**config.mk**
```make
export PLATFORM = sky130hd
export DESIGN_NAME = ltd_limit_unit
export DESIGN_NICKNAME = d
export VERILOG_FILES = /design/src/design/ltd_pkg.sv /design/src/design/ltd_pulse_timer.sv /design/src/design/ltd_limit_unit.sv
export SDC_FILE = /design/constraint.sdc
export NUM_CORES = 1
export LEC_CHECK = 0
export ABC_AREA = 1
export BUFFER_PORTS_ARGS = -buffer_cell sky130_fd_sc_hd__buf_4
export CORE_ASPECT_RATIO = 0.6
export CORE_MARGIN = 5
export CORE_UTILIZATION = 56
export CTS_CLUSTER_DIAMETER = 80
export DETAILED_ROUTE_END_ITERATION = 10
export PLACE_DENSITY = 0.74
export SYNTH_ARGS = -nofsm -noshare
export SYNTH_HDL_FRONTEND = slang
export SYNTH_SLANG_ARGS = --single-unit
```
**constraint.sdc**
```tcl
create_clock -name aclk -period 5.72 [get_ports aclk]
set_clock_uncertainty 0.05 [all_clocks]
set_input_delay 0.286 -clock aclk [delete_from_list [all_inputs] [get_ports aclk]]
set_output_delay 0.286 -clock aclk [all_outputs]
set_load 0.05 [all_outputs]
```
**src/design/ltd_pkg.sv**
```systemverilog
// Package with register map, field layout, reset values and timing counts for the limit block.
package ltd_pkg;

  // ----------------------------------------------------------------
  // Register byte offsets
  // ----------------------------------------------------------------
  localparam logic [7:0] LTD_OFF_CTRL     = 8'h00;
  localparam logic [7:0] LTD_OFF_FAIL     = 8'h04;
  localparam logic [7:0] LTD_OFF_IRQ_STAT = 8'h08;
  localparam logic [7:0] LTD_OFF_IRQ_MASK = 8'h0C;
  localparam logic [7:0] LTD_OFF_INDIC    = 8'h10;
  localparam logic [7:0] LTD_OFF_PULSE_MS = 8'h14;
  localparam logic [7:0] LTD_OFF_BOUND    = 8'h20;
  localparam logic [7:0] LTD_OFF_BOUND_END = 8'h3C;

  // ----------------------------------------------------------------
  // Control register fields
  // ----------------------------------------------------------------
  localparam int LTD_CTRL_PAIR1_EN   = 0;
  localparam int LTD_CTRL_PAIR2_EN   = 1;
  localparam int LTD_CTRL_AUTOCLR1   = 2;
  localparam int LTD_CTRL_AUTOCLR2   = 3;
  localparam int LTD_CTRL_POL_LOW    = 4;
  localparam int LTD_CTRL_OUT_EN     = 5;
  localparam int LTD_CTRL_PULSE_EN   = 6;
  localparam int LTD_CTRL_MLATCH_EN  = 7;
  localparam int LTD_CTRL_W          = 8;
  localparam logic [7:0] LTD_CTRL_RESET = 8'h0C;

  // Indication register fields.
  localparam int LTD_IND_IN_RANGE = 0;
  localparam int LTD_IND_HIGH     = 1;
  localparam int LTD_IND_LOW      = 2;
  localparam int LTD_IND_PAIR_LSB = 4;
  localparam int LTD_IND_TWO_IN   = 6;

  // ----------------------------------------------------------------
  // Bounds: index 0 upper one, 1 lower one, 2 upper two, 3 lower two
  // ----------------------------------------------------------------
  localparam int LTD_BOUND_W = 33;
  localparam logic signed [32:0] LTD_BOUND_RESET [4] = '{33'sh000000001, -33'sh000000001,
                                                        33'sh000000002, -33'sh000000002};
  localparam logic [1:0] LTD_PAIR_NUM_ONE = 2'h1;
  localparam logic [1:0] LTD_PAIR_NUM_TWO = 2'h2;

  // ----------------------------------------------------------------
  // Pulse duration in milliseconds and timing
  // ----------------------------------------------------------------
  localparam int LTD_MS_W = 27;
  localparam logic [26:0] LTD_PULSE_MS_MIN   = 27'h0000001;
  localparam logic [26:0] LTD_PULSE_MS_MAX   = 27'h5F5E0FF;
  localparam logic [26:0] LTD_PULSE_MS_RESET = 27'h0000002;
  localparam int LTD_PRE_W        = 14;
  localparam int LTD_CLK_PERIOD_NS = 100;
  localparam int LTD_PULSE_UNIT_US = 1000;
  localparam int LTD_CYCLES_PER_MS = (LTD_PULSE_UNIT_US * 1000) / LTD_CLK_PERIOD_NS;

  localparam logic [1:0] LTD_RESP_OKAY   = 2'h0;
  localparam logic [1:0] LTD_RESP_SLVERR = 2'h2;

endpackage : ltd_pkg

```
**src/design/ltd_pulse_timer.sv**
```systemverilog
// Timed pulse generator for one limit output line.
module ltd_pulse_timer
  import ltd_pkg::*;
#(
  parameter int CYCLES_PER_MS = LTD_CYCLES_PER_MS
) (
  input  wire logic                aclk,
  input  wire logic                aresetn,
  input  wire logic                start,
  input  wire logic                cancel,
  input  wire logic [LTD_MS_W-1:0] dur_ms,
  output logic                     active
);

  localparam logic [LTD_PRE_W-1:0] PRE_LOAD = LTD_PRE_W'(CYCLES_PER_MS - 1);

  logic [LTD_PRE_W-1:0] pre_q;
  logic [LTD_MS_W-1:0]  ms_q;
  logic                 active_q;

  // The pulse lasts dur_ms times CYCLES_PER_MS cycles; a retrigger restarts it.
  always_ff @(posedge aclk) begin
    if (!aresetn) begin
      active_q <= 1'b0;
      pre_q    <= '0;
      ms_q     <= '0;
    end else if (cancel) begin
      active_q <= 1'b0;
    end else if (start) begin
      active_q <= 1'b1;
      pre_q    <= PRE_LOAD;
      ms_q     <= dur_ms - LTD_MS_W'(1);
    end else if (active_q) begin
      if (pre_q == '0) begin
        if (ms_q == '0) begin
          active_q <= 1'b0;
        end else begin
          ms_q  <= ms_q - LTD_MS_W'(1);
          pre_q <= PRE_LOAD;
        end
      end else begin
        pre_q <= pre_q - LTD_PRE_W'(1);
      end
    end
  end

  assign active = active_q;

  chk_pulse_ends_exact: assert property (@(posedge aclk) disable iff (!aresetn)
    (active_q && !cancel && !start && pre_q == '0 && ms_q == '0) |=> !active_q)
    else $error("pulse did not end on its final cycle");

  chk_pulse_start_load: assert property (@(posedge aclk) disable iff (!aresetn)
    (start && !cancel) |=> (active_q && pre_q == PRE_LOAD && ms_q == $past(dur_ms) - 27'h1))
    else $error("pulse did not load its duration");

endmodule : ltd_pulse_timer

```
**src/design/ltd_limit_unit.sv**
```systemverilog
// Limit test unit with two bound pairs, fail flags, limit output lines and an AXI4-Lite slave.
//
// Summary of operation
// - Hold signed upper and lower bounds for two pairs; resets one/minus one, two/minus two.
// - Each limit pair has its own independent enable.
// - Per-pair fail flag: 0 between bounds, 1 at or past either bound.
// - Fail flag omits which bound failed; high/low events are kept separately.
// - Without auto clear, a fail flag stays set until explicitly cleared.
// - With auto clear, the flag clears on entering idle; auto clear on at reset.
// - Output polarity active-high or active-low; active-high after reset.
// - Global output enable, off after reset; while off results do not drive outputs.
// - Pulse duration from one millisecond to maximum, default two milliseconds.
// - Pulse-mode enable, off after reset, picks steady level or timed pulse.
// - Master latch enable, off after reset, makes master line hold after failure.
// - Pair one off, pair two on: indications follow pair two, pair number 2.
// - Panel limit-disable turns off both pairs regardless of their own enables.
// - Active-low, pair one on: low failure drives line 1 low, high drives line 2.
// - Active-high line goes high on failure; active-low line goes low.
// - In pulse mode an in-limit reading ends any running pulse at once.
// - Master asserts on any of four failures; unless latched, releases when all pass.
//
// Design decisions made here: the placing of the registers and the AXI4-Lite interface to the registers.
module ltd_limit_unit
  import ltd_pkg::*;
#(
  parameter int CYCLES_PER_MS = LTD_CYCLES_PER_MS
) (
  input  wire logic                   aclk,
  input  wire logic                   aresetn,
  input  wire logic [7:0]             s_axi_awaddr,
  input  wire logic                   s_axi_awvalid,
  output logic                        s_axi_awready,
  input  wire logic [31:0]            s_axi_wdata,
  input  wire logic [3:0]             s_axi_wstrb,
  input  wire logic                   s_axi_wvalid,
  output logic                        s_axi_wready,
  output logic [1:0]                  s_axi_bresp,
  output logic                        s_axi_bvalid,
  input  wire logic                   s_axi_bready,
  input  wire logic [7:0]             s_axi_araddr,
  input  wire logic                   s_axi_arvalid,
  output logic                        s_axi_arready,
  output logic [31:0]                 s_axi_rdata,
  output logic [1:0]                  s_axi_rresp,
  output logic                        s_axi_rvalid,
  input  wire logic                   s_axi_rready,
  input  wire logic signed [32:0]     reading,
  input  wire logic                   reading_valid,
  input  wire logic                   idle_entry,
  input  wire logic                   panel_limit_disable,
  output logic [3:0]                  limit_out,
  output logic                        master_limit_out,
  output logic                        irq
);

  // ----------------------------------------------------------------
  // Register storage
  // ----------------------------------------------------------------
  logic [LTD_CTRL_W-1:0]   ctrl_q;
  logic signed [32:0]      bound_q [4];
  logic [LTD_MS_W-1:0]     pulse_ms_q;
  logic [1:0]              fail_q;
  logic [3:0]              irq_stat_q;
  logic [3:0]              irq_mask_q;
  logic [3:0]              res_q;
  logic                    master_hold_q;
  logic [3:0]              limit_out_q;
  logic                    master_out_q;

  // Bus channel state.
  logic                    aw_have_q;
  logic                    w_have_q;
  logic [7:0]              awaddr_q;
  logic [31:0]             wdata_q;
  logic [3:0]              wstrb_q;
  logic                    bvalid_q;
  logic [1:0]              bresp_q;
  logic                    rvalid_q;
  logic [31:0]             rdata_q;
  logic [1:0]              rresp_q;

  function automatic logic [31:0] ltd_merge(input logic [31:0] old_v,
                                            input logic [31:0] new_v,
                                            input logic [3:0]  strb);
    logic [31:0] m;
    m = {{8{strb[3]}}, {8{strb[2]}}, {8{strb[1]}}, {8{strb[0]}}};
    return (old_v & ~m) | (new_v & m);
  endfunction : ltd_merge

  // ----------------------------------------------------------------
  // Write path
  // ----------------------------------------------------------------
  logic        do_write;
  logic [31:0] wr_ctrl;
  logic [31:0] wr_ms;
  logic [31:0] clr_bits;
  logic        wr_hit;
  logic [26:0] ms_clamped;

  assign s_axi_awready = !aw_have_q && !bvalid_q;
  assign s_axi_wready  = !w_have_q && !bvalid_q;
  assign do_write      = aw_have_q && w_have_q && !bvalid_q;
  assign wr_ctrl       = ltd_merge({24'h000000, ctrl_q}, wdata_q, wstrb_q);
  assign wr_ms         = ltd_merge({5'h00, pulse_ms_q}, wdata_q, wstrb_q);
  assign clr_bits      = ltd_merge(32'h00000000, wdata_q, wstrb_q);
  assign wr_hit        = (awaddr_q[1:0] == 2'h0) && ((awaddr_q <= LTD_OFF_PULSE_MS) ||
                         (awaddr_q >= LTD_OFF_BOUND && awaddr_q <= LTD_OFF_BOUND_END));

  // Out-of-range durations are clamped rather than refused, so the line never pulses for zero.
  always_comb begin
    ms_clamped = wr_ms[26:0];
    if (wr_ms[31:27] != 5'h00 || wr_ms[26:0] > LTD_PULSE_MS_MAX) begin
      ms_clamped = LTD_PULSE_MS_MAX;
    end else if (wr_ms[26:0] < LTD_PULSE_MS_MIN) begin
      ms_clamped = LTD_PULSE_MS_MIN;
    end
  end

  always_ff @(posedge aclk) begin
    if (!aresetn) begin
      aw_have_q <= 1'b0;
      w_have_q  <= 1'b0;
      awaddr_q  <= 8'h00;
      wdata_q   <= 32'h00000000;
      wstrb_q   <= 4'h0;
      bvalid_q  <= 1'b0;
      bresp_q   <= LTD_RESP_OKAY;
    end else begin
      if (s_axi_awvalid && s_axi_awready) begin
        aw_have_q <= 1'b1;
        awaddr_q  <= s_axi_awaddr;
      end
      if (s_axi_wvalid && s_axi_wready) begin
        w_have_q <= 1'b1;
        wdata_q  <= s_axi_wdata;
        wstrb_q  <= s_axi_wstrb;
      end
      if (do_write) begin
        aw_have_q <= 1'b0;
        w_have_q  <= 1'b0;
        bvalid_q  <= 1'b1;
        bresp_q   <= wr_hit ? LTD_RESP_OKAY : LTD_RESP_SLVERR;
      end else if (bvalid_q && s_axi_bready) begin
        bvalid_q <= 1'b0;
      end
    end
  end

  always_ff @(posedge aclk) begin
    if (!aresetn) begin
      ctrl_q     <= LTD_CTRL_RESET;
      pulse_ms_q <= LTD_PULSE_MS_RESET;
      irq_mask_q <= 4'h0;
      for (int i = 0; i < 4; i++) begin
        bound_q[i] <= LTD_BOUND_RESET[i];
      end
    end else if (do_write) begin
      if (awaddr_q == LTD_OFF_CTRL) begin
        ctrl_q <= wr_ctrl[LTD_CTRL_W-1:0];
      end
      if (awaddr_q == LTD_OFF_PULSE_MS) begin
        pulse_ms_q <= ms_clamped;
      end
      if (awaddr_q == LTD_OFF_IRQ_MASK) begin
        irq_mask_q <= clr_bits[3:0] | (irq_mask_q & ~{4{wstrb_q[0]}});
      end
      // Each bound is a low word and a sign word holding bit 32.
      for (int i = 0; i < 4; i++) begin
        if (awaddr_q == LTD_OFF_BOUND + 8'(8 * i)) begin
          bound_q[i][31:0] <= ltd_merge(bound_q[i][31:0], wdata_q, wstrb_q);
        end
        if (awaddr_q == LTD_OFF_BOUND + 8'(8 * i + 4) && wstrb_q[0]) begin
          bound_q[i][32] <= wdata_q[0];
        end
      end
    end
  end

  // ----------------------------------------------------------------
  // Limit tests
  // ----------------------------------------------------------------
  logic [1:0] pair_en;
  logic [3:0] test_now;
  logic [3:0] res_en;
  logic       fail_clr_wr;

  assign pair_en[0] = ctrl_q[LTD_CTRL_PAIR1_EN] && !panel_limit_disable;
  assign pair_en[1] = ctrl_q[LTD_CTRL_PAIR2_EN] && !panel_limit_disable;
  // Bit order: low one, high one, low two, high two, matching output lines one to four.
  assign test_now[0] = pair_en[0] && (reading <= bound_q[1]);
  assign test_now[1] = pair_en[0] && (reading >= bound_q[0]);
  assign test_now[2] = pair_en[1] && (reading <= bound_q[3]);
  assign test_now[3] = pair_en[1] && (reading >= bound_q[2]);
  assign res_en      = res_q & {pair_en[1], pair_en[1], pair_en[0], pair_en[0]};
  assign fail_clr_wr = do_write && (awaddr_q == LTD_OFF_FAIL);

  always_ff @(posedge aclk) begin
    if (!aresetn) begin
      res_q <= 4'h0;
    end else if (reading_valid) begin
      res_q <= test_now;
    end
  end

  // Set wins over both the manual and the automatic clear, so no failure slips past.
  always_ff @(posedge aclk) begin
    if (!aresetn) begin
      fail_q <= 2'h0;
    end else begin
      for (int p = 0; p < 2; p++) begin
        if (reading_valid && (test_now[2*p] || test_now[2*p+1])) begin
          fail_q[p] <= 1'b1;
        end else if (fail_clr_wr && clr_bits[p]) begin
          fail_q[p] <= 1'b0;
        end else if (idle_entry && ctrl_q[LTD_CTRL_AUTOCLR1 + p]) begin
          fail_q[p] <= 1'b0;
        end
      end
    end
  end

  // High-versus-low failure goes to the event record, which also feeds the interrupt.
  always_ff @(posedge aclk) begin
    if (!aresetn) begin
      irq_stat_q <= 4'h0;
    end else begin
      irq_stat_q <= (reading_valid ? test_now : 4'h0) |
                    (irq_stat_q & ~((do_write && awaddr_q == LTD_OFF_IRQ_STAT) ?
                                    clr_bits[3:0] : 4'h0));
    end
  end

  assign irq = |(irq_stat_q & irq_mask_q);

  // ----------------------------------------------------------------
  // Indications
  // ----------------------------------------------------------------
  logic [1:0] shown;
  logic [1:0] pair_num;
  logic       in_range;

  always_comb begin
    shown    = 2'h0;
    pair_num = 2'h0;
    if (pair_en[0]) begin
      shown    = res_q[1:0];
      pair_num = LTD_PAIR_NUM_ONE;
    end else if (pair_en[1]) begin
      shown    = res_q[3:2];
      pair_num = LTD_PAIR_NUM_TWO;
    end
  end

  assign in_range = (pair_num != 2'h0) && (shown == 2'h0);

  // ----------------------------------------------------------------
  // Output lines
  // ----------------------------------------------------------------
  logic [3:0] pulse_active;
  logic [3:0] line_active;
  logic       pol_low;
  logic       in_limit_rd;

  assign pol_low     = ctrl_q[LTD_CTRL_POL_LOW];
  assign in_limit_rd = reading_valid && (test_now == 4'h0);

  genvar g;
  generate
    for (g = 0; g < 4; g++) begin : g_line
      ltd_pulse_timer #(
        .CYCLES_PER_MS(CYCLES_PER_MS)
      ) u_pulse (
        .aclk    (aclk),
        .aresetn (aresetn),
        .start   (reading_valid && test_now[g]),
        .cancel  (in_limit_rd),
        .dur_ms  (pulse_ms_q),
        .active  (pulse_active[g])
      );
      assign line_active[g] = ctrl_q[LTD_CTRL_PULSE_EN] ? pulse_active[g] : res_en[g];
    end
  endgenerate

  // The master hold only ends on an idle entry or when the latch is switched off.
  always_ff @(posedge aclk) begin
    if (!aresetn) begin
      master_hold_q <= 1'b0;
    end else if (!ctrl_q[LTD_CTRL_MLATCH_EN]) begin
      master_hold_q <= 1'b0;
    end else if (|res_en) begin
      master_hold_q <= 1'b1;
    end else if (idle_entry) begin
      master_hold_q <= 1'b0;
    end
  end

  always_ff @(posedge aclk) begin
    if (!aresetn) begin
      limit_out_q  <= 4'h0;
      master_out_q <= 1'b0;
    end else begin
      limit_out_q  <= ({4{ctrl_q[LTD_CTRL_OUT_EN]}} & line_active) ^ {4{pol_low}};
      master_out_q <= (ctrl_q[LTD_CTRL_OUT_EN] && (|res_en || master_hold_q)) ^ pol_low;
    end
  end

  assign limit_out        = limit_out_q;
  assign master_limit_out = master_out_q;

  // ----------------------------------------------------------------
  // Read path
  // ----------------------------------------------------------------
  logic [31:0] rd_mux;
  logic        rd_hit;

  always_comb begin
    rd_mux = 32'h00000000;
    rd_hit = (s_axi_araddr[1:0] == 2'h0);
    case (s_axi_araddr)
      LTD_OFF_CTRL:     rd_mux = {24'h000000, ctrl_q};
      LTD_OFF_FAIL:     rd_mux = {30'h00000000, fail_q};
      LTD_OFF_IRQ_STAT: rd_mux = {28'h0000000, irq_stat_q};
      LTD_OFF_IRQ_MASK: rd_mux = {28'h0000000, irq_mask_q};
      LTD_OFF_INDIC:    rd_mux = {25'h0000000, (pair_num == LTD_PAIR_NUM_TWO) && in_range,
                                  pair_num, 1'b0, shown[0], shown[1], in_range};
      LTD_OFF_PULSE_MS: rd_mux = {5'h00, pulse_ms_q};
      default: begin
        rd_hit = 1'b0;
        for (int i = 0; i < 4; i++) begin
          if (s_axi_araddr == LTD_OFF_BOUND + 8'(8 * i)) begin
            rd_mux = bound_q[i][31:0];
            rd_hit = 1'b1;
          end
          if (s_axi_araddr == LTD_OFF_BOUND + 8'(8 * i + 4)) begin
            rd_mux = {31'h00000000, bound_q[i][32]};
            rd_hit = 1'b1;
          end
        end
      end
    endcase
  end

  assign s_axi_arready = !rvalid_q;

  always_ff @(posedge aclk) begin
    if (!aresetn) begin
      rvalid_q <= 1'b0;
      rdata_q  <= 32'h00000000;
      rresp_q  <= LTD_RESP_OKAY;
    end else if (s_axi_arvalid && s_axi_arready) begin
      rvalid_q <= 1'b1;
      rdata_q  <= rd_mux;
      rresp_q  <= rd_hit ? LTD_RESP_OKAY : LTD_RESP_SLVERR;
    end else if (rvalid_q && s_axi_rready) begin
      rvalid_q <= 1'b0;
    end
  end

  assign s_axi_rvalid = rvalid_q;
  assign s_axi_rdata  = rdata_q;
  assign s_axi_rresp  = rresp_q;
  assign s_axi_bvalid = bvalid_q;
  assign s_axi_bresp  = bresp_q;

  // ----------------------------------------------------------------
  // Checks
  // ----------------------------------------------------------------
  chk_fail_flag_set: assert property (@(posedge aclk) disable iff (!aresetn)
    (reading_valid && pair_en[0] && (reading <= bound_q[1] || reading >= bound_q[0]))
    |=> fail_q[0])
    else $error("pair one fail flag not set");

  chk_fail_flag_hold: assert property (@(posedge aclk) disable iff (!aresetn)
    (fail_q[1] && !ctrl_q[LTD_CTRL_AUTOCLR2] && !(fail_clr_wr && clr_bits[1])) |=> fail_q[1])
    else $error("pair two fail flag dropped without clear");

  chk_auto_clear_idle: assert property (@(posedge aclk) disable iff (!aresetn)
    (idle_entry && ctrl_q[LTD_CTRL_AUTOCLR1] && !reading_valid) |=> !fail_q[0])
    else $error("auto clear missed idle entry");

  chk_outputs_disabled: assert property (@(posedge aclk) disable iff (!aresetn)
    !ctrl_q[LTD_CTRL_OUT_EN] |=> (limit_out == {4{$past(pol_low)}}))
    else $error("disabled outputs were driven");

  chk_low_sense_line: assert property (@(posedge aclk) disable iff (!aresetn)
    (ctrl_q[LTD_CTRL_OUT_EN] && pol_low && !ctrl_q[LTD_CTRL_PULSE_EN] && res_en[0])
    |=> !limit_out[0])
    else $error("active-low line one not pulled low");

  chk_pulse_cancel: assert property (@(posedge aclk) disable iff (!aresetn)
    in_limit_rd |=> (pulse_active == 4'h0))
    else $error("pulse survived an in-limit reading");

  chk_master_any_fail: assert property (@(posedge aclk) disable iff (!aresetn)
    (ctrl_q[LTD_CTRL_OUT_EN] && (|res_en)) |=> (master_limit_out != $past(pol_low)))
    else $error("master line not asserted on failure");

  chk_master_release: assert property (@(posedge aclk) disable iff (!aresetn)
    (!ctrl_q[LTD_CTRL_MLATCH_EN] && res_en == 4'h0 && !master_hold_q) |=>
    (master_limit_out == $past(pol_low)))
    else $error("unlatched master line did not release");

  chk_pair_two_shown: assert property (@(posedge aclk) disable iff (!aresetn)
    (!pair_en[0] && pair_en[1]) |-> (pair_num == LTD_PAIR_NUM_TWO))
    else $error("pair two not reported");

  chk_panel_disable: assert property (@(posedge aclk) disable iff (!aresetn)
    (panel_limit_disable && reading_valid) |=> (res_q == 4'h0))
    else $error("panel disable ignored");

endmodule : ltd_limit_unit

```
; ---- Yosys cells after proc, flatten, opt, wreduce, memory -nomap -nowiden
; Memories as Yosys holds them, arrays and structs flattened.
; Cells that the tools add are included.
[word_totals]
ff_bits = 307
ramBits = 132
input_bits = 95
output_inout_bits = 47
word_cells = 346
mem_count = 1
[op_classes]
n_addsub = 9
magnitude_cmp = 9
eq_ne = 34
mux = 133
bitwise = 35
reduce_logical = 93
[mem_list]
columns = name, words, width, rd, rd_clocked_by_memory_dff, write_ports, line
row1 = bound_q, 4, 33, 4, 0, 4, ltd_limit_unit.sv:60  ; logic signed [32:0] bound_q [4];
[op_table]
columns = cell, count
row1 = 27-bit two-way mux, 18
row2 = 32-bit two-way mux, 12
row3 = 14-bit two-way mux, 16
row4 = 32-bit case mux with 6 select lines, 1
row5 = 32-bit bitwise AND, 5
row6 = 32-bit OR, 5
row7 = "27-bit by 1-bit subtractor with 27-bit output, second input constant", 5
row8 = "8-bit by 6-bit == test with 1-bit output, second input constant", 16
row9 = 27-bit logical NOT, 4
row10 = 1-bit two-way mux, 78
row11 = 33-bit greater-or-equal comparator, 2
row12 = 33-bit <= comparator, 2
row13 = 14-bit logical NOT, 4
row14 = "14-bit by 1-bit subtractor with 14-bit output, second input constant", 4
row15 = 1-bit logical AND, 37
row16 = 27-bit by 32-bit bitwise AND with 32-bit output, 1
row17 = "8-bit by 4-bit == test with 1-bit output, second input constant", 4
row18 = 32-bit inverter, 1
row19 = "27-bit > comparator, second input constant", 1
row20 = "27-bit by 1-bit < comparator with 1-bit output, second input constant", 1
row21 = "8-bit by 5-bit == test with 1-bit output, second input constant", 3
row22 = 2-bit nonzero test, 12
row23 = 4-bit bitwise AND, 5
row24 = "8-bit by 3-bit == test with 1-bit output, second input constant", 2
row25 = 29 further kinds, 74

; ---- Logic depth before layout (Yosys ltp)
; Gate-level depths: netlist of the first run.
[depth]
depth_word = 11
mapped_depth = 23

; ---- Cells and area by module
; From an unflattened synthesis of the first run, not the netlist that was laid out.
[unflattened]
cells_unflattened = 4771
hier_area_um2 = 30588.1
[modules_own_cells]
columns = module, n_inst, cells_each, area_each_um2, seq_area_each_um2
row1 = ltd_limit_unit, 1, 2030, 16045.4, 6706.4
row2 = ltd_pulse_timer (g_line[0].u_pulse ...), 2, 685, 3651.0, 840.8
row3 = ltd_pulse_timer (g_line[3].u_pulse), 1, 681, 3639.7, 840.8
row4 = ltd_pulse_timer (g_line[2].u_pulse), 1, 690, 3601.0, 840.8

; ---- Worst setup path before layout of the first run
; No wires, ideal clock.
[synth_path]
path_type = register -> register
start = reg bvalid_q (netlist: s_axi_bvalid)
end = mem bound_q[3][0], enable pin
setup_time_ns = 0.389
arrival_ns = 2.254
t_required_ns = 5.281
path_slack_ns = 3.027
stages_incl_launch_ff = 8
path_buffers = 0
synth_period_minus_slack_ns = 2.693
path_cell_list = dfxtp_1 > nor3_1 > inv_1 > nor2_1 > inv_1 > nor3_1 > nand2_1 > nand2_1
[synth_lines]
columns = element, line
row1 = start: declaration, ltd_limit_unit.sv:76  ; logic bvalid_q;
row2 = start signal: assignment, ltd_limit_unit.sv:126  ; bvalid_q <= 1'b0;
row3 = start signal: assignment, ltd_limit_unit.sv:141  ; bvalid_q <= 1'b1;
row4 = start signal: assignment, ltd_limit_unit.sv:144  ; bvalid_q <= 1'b0;
row5 = end: declaration, ltd_limit_unit.sv:60

==> results of run 1 <==
[stage by stage]
stage                     hold WS, ns  total power [µW]  cell area, µm²  setup slack, ns  util (%)
after global placement          0.402              4060           28700             1.79      59.8
after CTS                     0.00829              7130           30600             1.77      63.7
final                          0.0249              7130           30600             1.57      63.7
after global routing           0.0343              7370           30600             1.29      63.7
after detailed placement        0.406              4070           28700             1.77      59.8
after floorplan                 0.391              3790           27400             3.03         -
[per-layer routing]
layer  wire, µm  share of wire [%]  track usage [%]
met4       2440                2.7             8.11
met2      33300                 37             41.4
met3      13600                 15             11.6
met1      41400                 46             51.4
met5          0                  0                0
[repair_timing]
action	CTS	global route
endpoints found under the setup margin	0	0
hold endpoints to repair	39	0
hold buffers	39	0
setup buffers	0	0
[worst min-delay path: cells and delay by family]
kind | cells | cell delay [ns]
AOI/OAI and AO/OA | 2 | 0.24
buffers and inverters | 1 | 0.07
[sequential cells by signal, indices dropped and copies added, names as in the netlist, named ones only]
register,flops
bound_q,132
g_line.u_pulse.ms_q,108
g_line.u_pulse.pre_q,56
s_axi_rdata,32
wdata_q,32
pulse_ms_q,27
awaddr_q,8
g_line.u_pulse.active,4
irq_stat_q,4
limit_out,4
res_q,4
wstrb_q,4
fail_q,2
aw_have_q,1
master_hold_q,1
master_limit_out,1
s_axi_bresp,1
s_axi_bvalid,1
s_axi_rresp,1
s_axi_rvalid,1
w_have_q,1
[power by group through the flow]
stage / Sequential, µW / Clock, µW / Combinational [µW]
detailed placement: 3370 / 0 / 701
global placement: 3370 / 0 / 696
CTS: 3300 / 3100 / 726
finish: 3300 / 3080 / 750
global route: 3310 / 3250 / 811
floorplan: 3400 / 0 / 394
[Yosys cell counts, types with 28 or more instances]
cell      number
nor2_1       554
edfxtp_1     132
buf_2         31
clkbuf_1      96
nand2_1      790
o22ai_1       42
dfxtp_1      305
nand4_1       88
o21ai_0      294
o211ai_1      76
inv_1        521
xor2_1       112
a221oi_1      28
ha_1         141
nor3_1        71
nand3_1      137
a21oi_1      270
xnor2_1       28
[final timing paths]
kind / from / endpoint / slack (ns) / depth (start not counted)
max: bound_q[0][16] / g_line[2].u_pulse.ms_q[13] / 1.57 / 15
min: s_axi_wdata[2] / wdata_q[2] / 0.02 / 3
max reg2reg: bound_q[0][16] / g_line[2].u_pulse.ms_q[13] / 1.57 / 15
min reg2reg: res_q[0] / res_q[0] / 0.42 / 2
[kinds of logic after synthesis]
family	count (synthesis)	share of synthesized area, %
xor+xnor	140	4.48
other cells	1	0.0137
fa+ha+maj	141	6.45
simple gates	1721	26.5
buf+inv	694	10.0
compound gates	769	15.7
flops	437	36.8
[cell type report]
class                           instances  area, µm²
Sequential cell                       437      10100
Multi-Input combinational cell       2773      14600
Clock inverter                         20        219
Timing Repair Buffer                  207       1660
Clock buffer                           62       1290
Fill cell                            4464      17500
Tap cell                              640        801
Inverter                              539       2020
==> summary.txt, run 1 <==
GRT
  – First-pass GRT wire length: approximately 140000 µm
  – Number of global-route vias before repair: 23600
  – Gr usage total: 32.6%
  – GRT overflow: 0
  – Initial antenna violation count: 1
  – Largest net degree at the start of global routing: 96

Worst setup path
  – Worst-path maximum fanout: 41
  – Worst EP arrival: 4.55 ns
  – WP buf/inv: 2
  – Crit path kind: reg -> reg
  – Most numerous cell on the critical path: nand2_1
  – Sequence of cells on the critical path: inv_1 -> ha_1 -> nand4_1 -> nor3_1 -> nand3_1 -> nand2_1 -> nand3_1 -> nand2_1 -> nand2_1 -> nand2_1 -> inv_2 -> nand2_8 -> nand3_2 -> nor2_1 -> nor2_1
  – Required @ worst endpoint: 6.12 ns
  – Slowest cell delay on critical path: 0.72 ns
  – CP max stage cell: nand3_2
  – CP startpoint kind: flop
  – CP Capture Type: flop
  – Cell family with most CP delay: simple AND/OR/NAND/NOR gates

Synthesis
  – Post-Syn Area: 0.0274 mm²
  – Synth Flop Type: dfxtp_1
  – Area share of the largest cell type after synthesis: between 20 and 25%
  – Cells after Synth: ~4000
  – YS warnings: 0
  – Top post-synthesis cells by area: dfxtp_1, edfxtp_1, nand2_1
  – EDFF count, synth: 132
  – Distinct cell type count after synthesis: 55
  – Cell taking the most area after synthesis: dfxtp_1
  – Synth async-reset ratio: 0%
  – Register area share after synthesis: 36.8%
  – Synth Register Bits: 437
  – Syn Area/Cell: roughly 7.0 µm²

Drt
  – Router iterations before antenna repair: 6
  – Initial DRC Count: about 3400
  – Post-Route WL: approximately 91000 µm
  – WL/cell: 19.4 µm
  – Drt drc: 0
  – Routed Antenna Nets: 0
  – Via density: 5.74
  – Vias: 26800

Place
  – Final Wtd Congestion: between 0.9 and 1
  – Post-DP HPWL: 65400 µm
  – # port buffers: 139
  – Placed Cells: ~4600

Die
  – Die area: 0.0535 mm²
  – CORE AREA: 0.0481 mm²
  – Die width: 295 µm
  – Io pins: 142
  – Die Y: 181 µm
  – Row count: 62
  – Initial core utilization: 56.9%

STA
  – Setup TNS: 0 ns
  – Setup violators final: 0
  – Hold Fails Final Rpt: 0
  – Slew @ Worst Pin: 1.20 ns
  – Unrepaired setup endpoints after global routing: no
  – Final period util: 72.6%
  – Fmax achieved: 241 MHz
  – Slew margin rel.: 19.9%
  – Final max-slew violation count: 0
  – Fin crit period: 4.15 ns

Clock network
  – Clk_lat worst skew: 0.58 ns
  – H-tree depth: 2
  – Clock buffer depth: 3
  – Sinks on Clock Net: 437
  – Clock-pin transition on the worst setup and hold timing paths: 0.06 ns
  – Root Driver: clkbuf_16
  – CTS Buf Count: 44
  – CTS resizes: 0
  – CTS tree: done

Cells and area
  – Commonest cells after routing, fill and taps aside: nand2_1, nor2_1, inv_1, dfxtp_1, o21ai_0
  – Share of layout cells above drive strength 1: 7.88%
  – Syn-to-layout area delta: 11.9%
  – Inserted Diodes: 0
  – Final net count: 4238
  – Most common cell after layout, fill and taps aside: nand2_1
  – Non-filler cells, final: around 4700

Job
  – Max-cap violations: 0

Power
  – Register share of total power: 46.3%
  – Switching Share: 26.6%
  – Net Sw Power: between 1500 and 2000 µW
  – Logic gate share of total power: 10.5%
  – Cell Int Power: 5240 µW
  – Pwr dens: between 200 and 250 mW/mm²
  – Clock power share: 43.2%
  – Worst VDD drop: 0.214 mV
  – Leakage power total: 0.0145 µW

Worst hold path
  – Hold WC Path Type: in -> reg

Run status
  – Status: completed
Note: power is estimated with default switching activity, not from simulation.
==> run 2, diff against run 1 <==
--- a/config.mk
+++ b/config.mk
@@ -5,7 +5,7 @@
 export SDC_FILE = /design/constraint.sdc
 export NUM_CORES = 1
 export LEC_CHECK = 0
-export ABC_AREA = 1
+export ABC_AREA = 0
 export BUFFER_PORTS_ARGS = -buffer_cell sky130_fd_sc_hd__buf_4
 export CORE_ASPECT_RATIO = 0.6
 export CORE_MARGIN = 5
==> constraint.sdc (replaced) <==
create_clock -name aclk -period 4.29 [get_ports aclk]
set_clock_uncertainty 0.05 [all_clocks]
set_input_delay 0.2145 -clock aclk [delete_from_list [all_inputs] [get_ports aclk]]
set_output_delay 0.2145 -clock aclk [all_outputs]
set_load 0.05 [all_outputs]
==> summary.txt, run 2 <==
Power
  – Switching Share: 26.1% (was 26.6%)
  – Power Total: 9440 µW (was 7130 µW)
  – Logic gate share of total power: 9.5% (was 10.5%)
  – Pwr dens: 322 mW/mm² (was 233 mW/mm²)
  – Worst VDD drop: 0.271 mV (was 0.214 mV)
  – Cell Int Power: 6970 µW (was 5240 µW)
  – Register share of total power: 46.6% (was 46.3%)
  – Clock power share: 43.9% (was 43.2%)
  – Leakage power total: 0.0119 µW (was 0.0145 µW)
  – Net Sw Power: 2470 µW (was 1900 µW)

Synthesis
  – Commonest cells post-synth: nand2_1, a21oi_1, dfxtp_1, nor2_1, o21ai_0 (was nand2_1, nor2_1, inv_1, dfxtp_1, o21ai_0)
  – Synth Register Bits: 437 (unchanged)
  – Post-Syn Area: 0.0252 mm² (was 0.0274 mm²)
  – Register area share after synthesis: 40.0% (was 36.8%)
  – Cells after Synth: 3081 (was 3903)
  – Count leader, synth: nand2_1 (unchanged)
  – Synth async-reset ratio: 0% (unchanged)
  – Cell taking the most area after synthesis: dfxtp_1 (unchanged)
  – Area share of the largest cell type after synthesis: 24.3% (was 22.3%)
  – Top post-synthesis cells by area: dfxtp_1, edfxtp_1, ha_1 (was dfxtp_1, edfxtp_1, nand2_1)
  – Synth Flop Type: dfxtp_1 (unchanged)
  – Syn Area/Cell: 8.17 µm² (was 7.01 µm²)
  – EDFF count, synth: 132 (unchanged)
  – YS warnings: 0 (unchanged)
  – Distinct cell type count after synthesis: 90 (was 55)

Place
  – Dpl cell area: 0.0273 mm² (was 0.0287 mm²)
  – Final Wtd Congestion: 1.05 (was 0.974)
  – # port buffers: 139 (unchanged)
  – Post-DP HPWL: 66800 µm (was 65400 µm)
  – Dpl ws: -0.0311 ns (was 1.77 ns)

Worst setup path
  – Worst EP arrival: 4.63 ns (was 4.55 ns)
  – WP buf/inv: 4 (was 2)
  – Worst R2R Path Depth: 14 (was 15)
  – Slowest cell delay on critical path: 0.52 ns (was 0.72 ns)
  – CP startpoint kind: flop (unchanged)
  – Required @ worst endpoint: 4.74 ns (was 6.12 ns)
  – FF-to-FF Start: bound_q[0][4] (was bound_q[0][16])
  – FF-to-FF setup slack: 0.12 ns (was 1.57 ns)
  – WP depth: 14 (was 15)
  – Crit path kind: reg -> reg (unchanged)
  – Worst-path maximum fanout: 12 (was 41)
  – Cell family with most CP delay: simple AND/OR/NAND/NOR gates (unchanged)
  – Most numerous cell on the critical path: buf_4 (was nand2_1)
  – Reg2reg end: g_line[1].u_pulse.pre_q[5] (was g_line[2].u_pulse.ms_q[13])
  – CP Capture Type: flop (unchanged)
  – Sequence of cells on the critical path: inv_1 -> ha_1 -> nand4_1 -> nor4_4 -> nand2b_1 -> o211ai_1 -> nor4bb_1 -> o311a_1 -> buf_4 -> a22o_1 -> buf_12 -> buf_4 -> or4_1 -> a21oi_1 (was inv_1 -> ha_1 -> nand4_1 -> nor3_1 -> nand3_1 -> nand2_1 -> nand3_1 -> nand2_1 -> nand2_1 -> nand2_1 -> inv_2 -> nand2_8 -> nand3_2 -> nor2_1 -> nor2_1)
  – CP max stage cell: nor4_4 (was nand3_2)

STA
  – Slew margin rel.: 19.6% (was 19.9%)
  – Setup slack after layout: 0.117 ns (was 1.57 ns)
  – Fin crit period: 4.17 ns (was 4.15 ns)
  – Setup violators final: 0 (unchanged)
  – Slew @ Worst Pin: 1.20 ns (about the same)
  – Final max-slew violation count: 0 (unchanged)
  – Unrepaired setup endpoints after global routing: no (unchanged)
  – Fmax achieved: 240 MHz (was 241 MHz)
  – Final period util: 97.3% (was 72.6%)
  – Hold Fails Final Rpt: 0 (unchanged)

Die
  – Row count: 60 (was 62)
  – Die area: 0.0494 mm² (was 0.0535 mm²)
  – Initial core utilization: 56.4% (was 56.9%)
  – CORE AREA: 0.0446 mm² (was 0.0481 mm²)
  – Die width: 284 µm (was 295 µm)
  – Die Y: 174 µm (was 181 µm)
  – Io pins: 142 (unchanged)

Cells and area
  – Commonest cells after routing, fill and taps aside: nand2_1, a21oi_1, dfxtp_1, nor2_1, buf_4 (was nand2_1, nor2_1, inv_1, dfxtp_1, o21ai_0)
  – Number of flip-flops under the largest register name: 132 (unchanged)
  – Syn-to-layout area delta: 16.3% (was 11.9%)
  – Most common cell after layout, fill and taps aside: nand2_1 (unchanged)
  – Final net count: 3472 (was 4238)
  – Final Util: 65.7% (was 63.7%)
  – Finished Cell Area: 0.0293 mm² (was 0.0306 mm²)
  – Fillers: 3709 (was 4464)
  – Top flop regs: bound_q x132, g_line.u_pulse.ms_q x108, g_line.u_pulse.pre_q x56 (unchanged)
  – Reg with most FFs: bound_q (unchanged)
  – Share of layout cells above drive strength 1: 12.1% (was 7.88%)

Clock network
  – CTS tree: done (unchanged)
  – CTS Buf Count: 43 (was 44)
  – Clock-pin transition on the worst setup and hold timing paths: 0.07 ns (was 0.06 ns)
  – H-tree depth: 2 (unchanged)
  – Clock buffer depth: 3 (unchanged)
  – Clk_lat worst skew: 0.58 ns (about the same)
  – Sinks on Clock Net: 437 (unchanged)
  – Root Driver: clkbuf_16 (unchanged)

Job
  – Max-cap violations: 0 (unchanged)

Drt
  – Initial DRC Count: 3776 (was 3375)
  – Via density: 6.61 (was 5.74)
  – Router iterations before antenna repair: 9 (was 6)
  – Post-Route WL: 94200 µm (was 90800 µm)
  – Vias: 25500 (was 26800)
  – WL/cell: 24.4 µm (was 19.4 µm)
  – Drt drc: 0 (unchanged)
  – Routed Antenna Nets: 0 (unchanged)

GRT
  – GRT overflow: 0 (unchanged)
  – Initial antenna violation count: 4 (was 1)
  – First-pass GRT wire length: 141000 µm (was 139000 µm)
  – Gr usage total: 36.1% (was 32.6%)
  – Largest net degree at the start of global routing: 73 (was 96)
  – Number of global-route vias before repair: 23500 (was 23600)

Worst hold path
  – Hold WC Path Type: in -> reg (unchanged)
  – Hold_sp: aresetn (was s_axi_wdata[2])
  – Hold Path Depth: 2 (was 3)

Run status
  – Status: completed (unchanged)
[run 2: changes by cell type after synthesis, moves of 42 or more]
cell      previous run  this run
nand2_1            790       355
inv_1              521       183
nor2_1             554       275
xor2_1             112        14
a21oi_1            270       344
nand3_1            137        71
clkbuf_1            96       156
o21ai_0            294       234
or3_1                1        60
nand4_1             88        46
[run 2: power by group through the flow]
stage / clock network [µW] / logic (µW) / registers [µW]
2_1_floorplan: 0 / 401 / 4530
5_1_grt: 4320 / 952 / 4400
4_1_cts: 4150 / 865 / 4400
3_3_place_gp: 0 / 816 / 4480
6_report: 4140 / 897 / 4400
3_5_place_dp: 0 / 824 / 4490
[run 2: what timing repair did]
action / in CTS / in global routing
setup buffers: 0 / 0
hold buffers: 48 / 0
setup endpoints to repair: 1 / 1
resized for setup: 2 / 3
hold endpoints to repair: 47 / 0
[run 2: cells by family (layout without fill, tap and decap cells)]
logic type / after synthesis / count (layout) / share of synthesized area, %
AO/OA/AOI/OAI: 967 / 967 / 24.1
XOR/XNOR: 32 / 32 / 1.11
adder cells (fa/ha/maj): 141 / 141 / 7.01
buffers and inverters: 370 / 558 / 5.66
flip-flops: 437 / 437 / 40.0
multiplexers: 21 / 21 / 0.850
other: 1 / 4 / 0.0149
AND/OR/NAND/NOR: 1112 / 1112 / 21.2
[run 2: worst max-delay path by stage]
stage                  start                    endpoint  slack [ns]
6_report       bound_q[0][4]  g_line[1].u_pulse.pre_q[5]        0.12
5_1_grt        bound_q[0][4]  g_line[1].u_pulse.pre_q[5]        0.03
4_1_cts        bound_q[0][4]  g_line[1].u_pulse.pre_q[5]        0.22
3_5_place_dp   bound_q[0][4]  g_line[1].u_pulse.pre_q[5]       -0.03
3_3_place_gp   bound_q[0][4]  g_line[1].u_pulse.pre_q[5]        0.08
2_1_floorplan   s_axi_bvalid               bound_q[0][0]       -0.22
[run 2: cell type report]
type,count,area [µm²],area share (%)
tap,589,737,2.52
clock buffer,56,1210,4.12
inverter,186,703,2.40
sequential,437,10100,34.4
timing repair buffer,293,2440,8.35
multi-input combinational,2275,13800,47.2
antenna,2,5.00,0.0171
clock inverter,23,293,1.00
[run 2: metrics by stage]
step | hold slack, ns | std cells | setup TNS [ns]
2_1_floorplan | 0.265 | 3082 | -14.38
3_3_place_gp | 0.350 | 3732 | 0
3_5_place_dp | 0.359 | 3732 | -0.0311
4_1_cts | 0.0176 | 3859 | 0
5_1_grt | 0.0511 | 3860 | 0
6_report | 0.0528 | 3861 | 0
[run 2: routing by layer]
layer | routed length, µm | up-vias | GRT usage, %
met4 | 3030 | 4 | 11.2
met1 | 40400 | 12000 | 53.5
li1 | - | 11600 | -
met5 | 22 | - | 0
met3 | 13700 | 211 | 12.2
met2 | 37000 | 1662 | 49.2
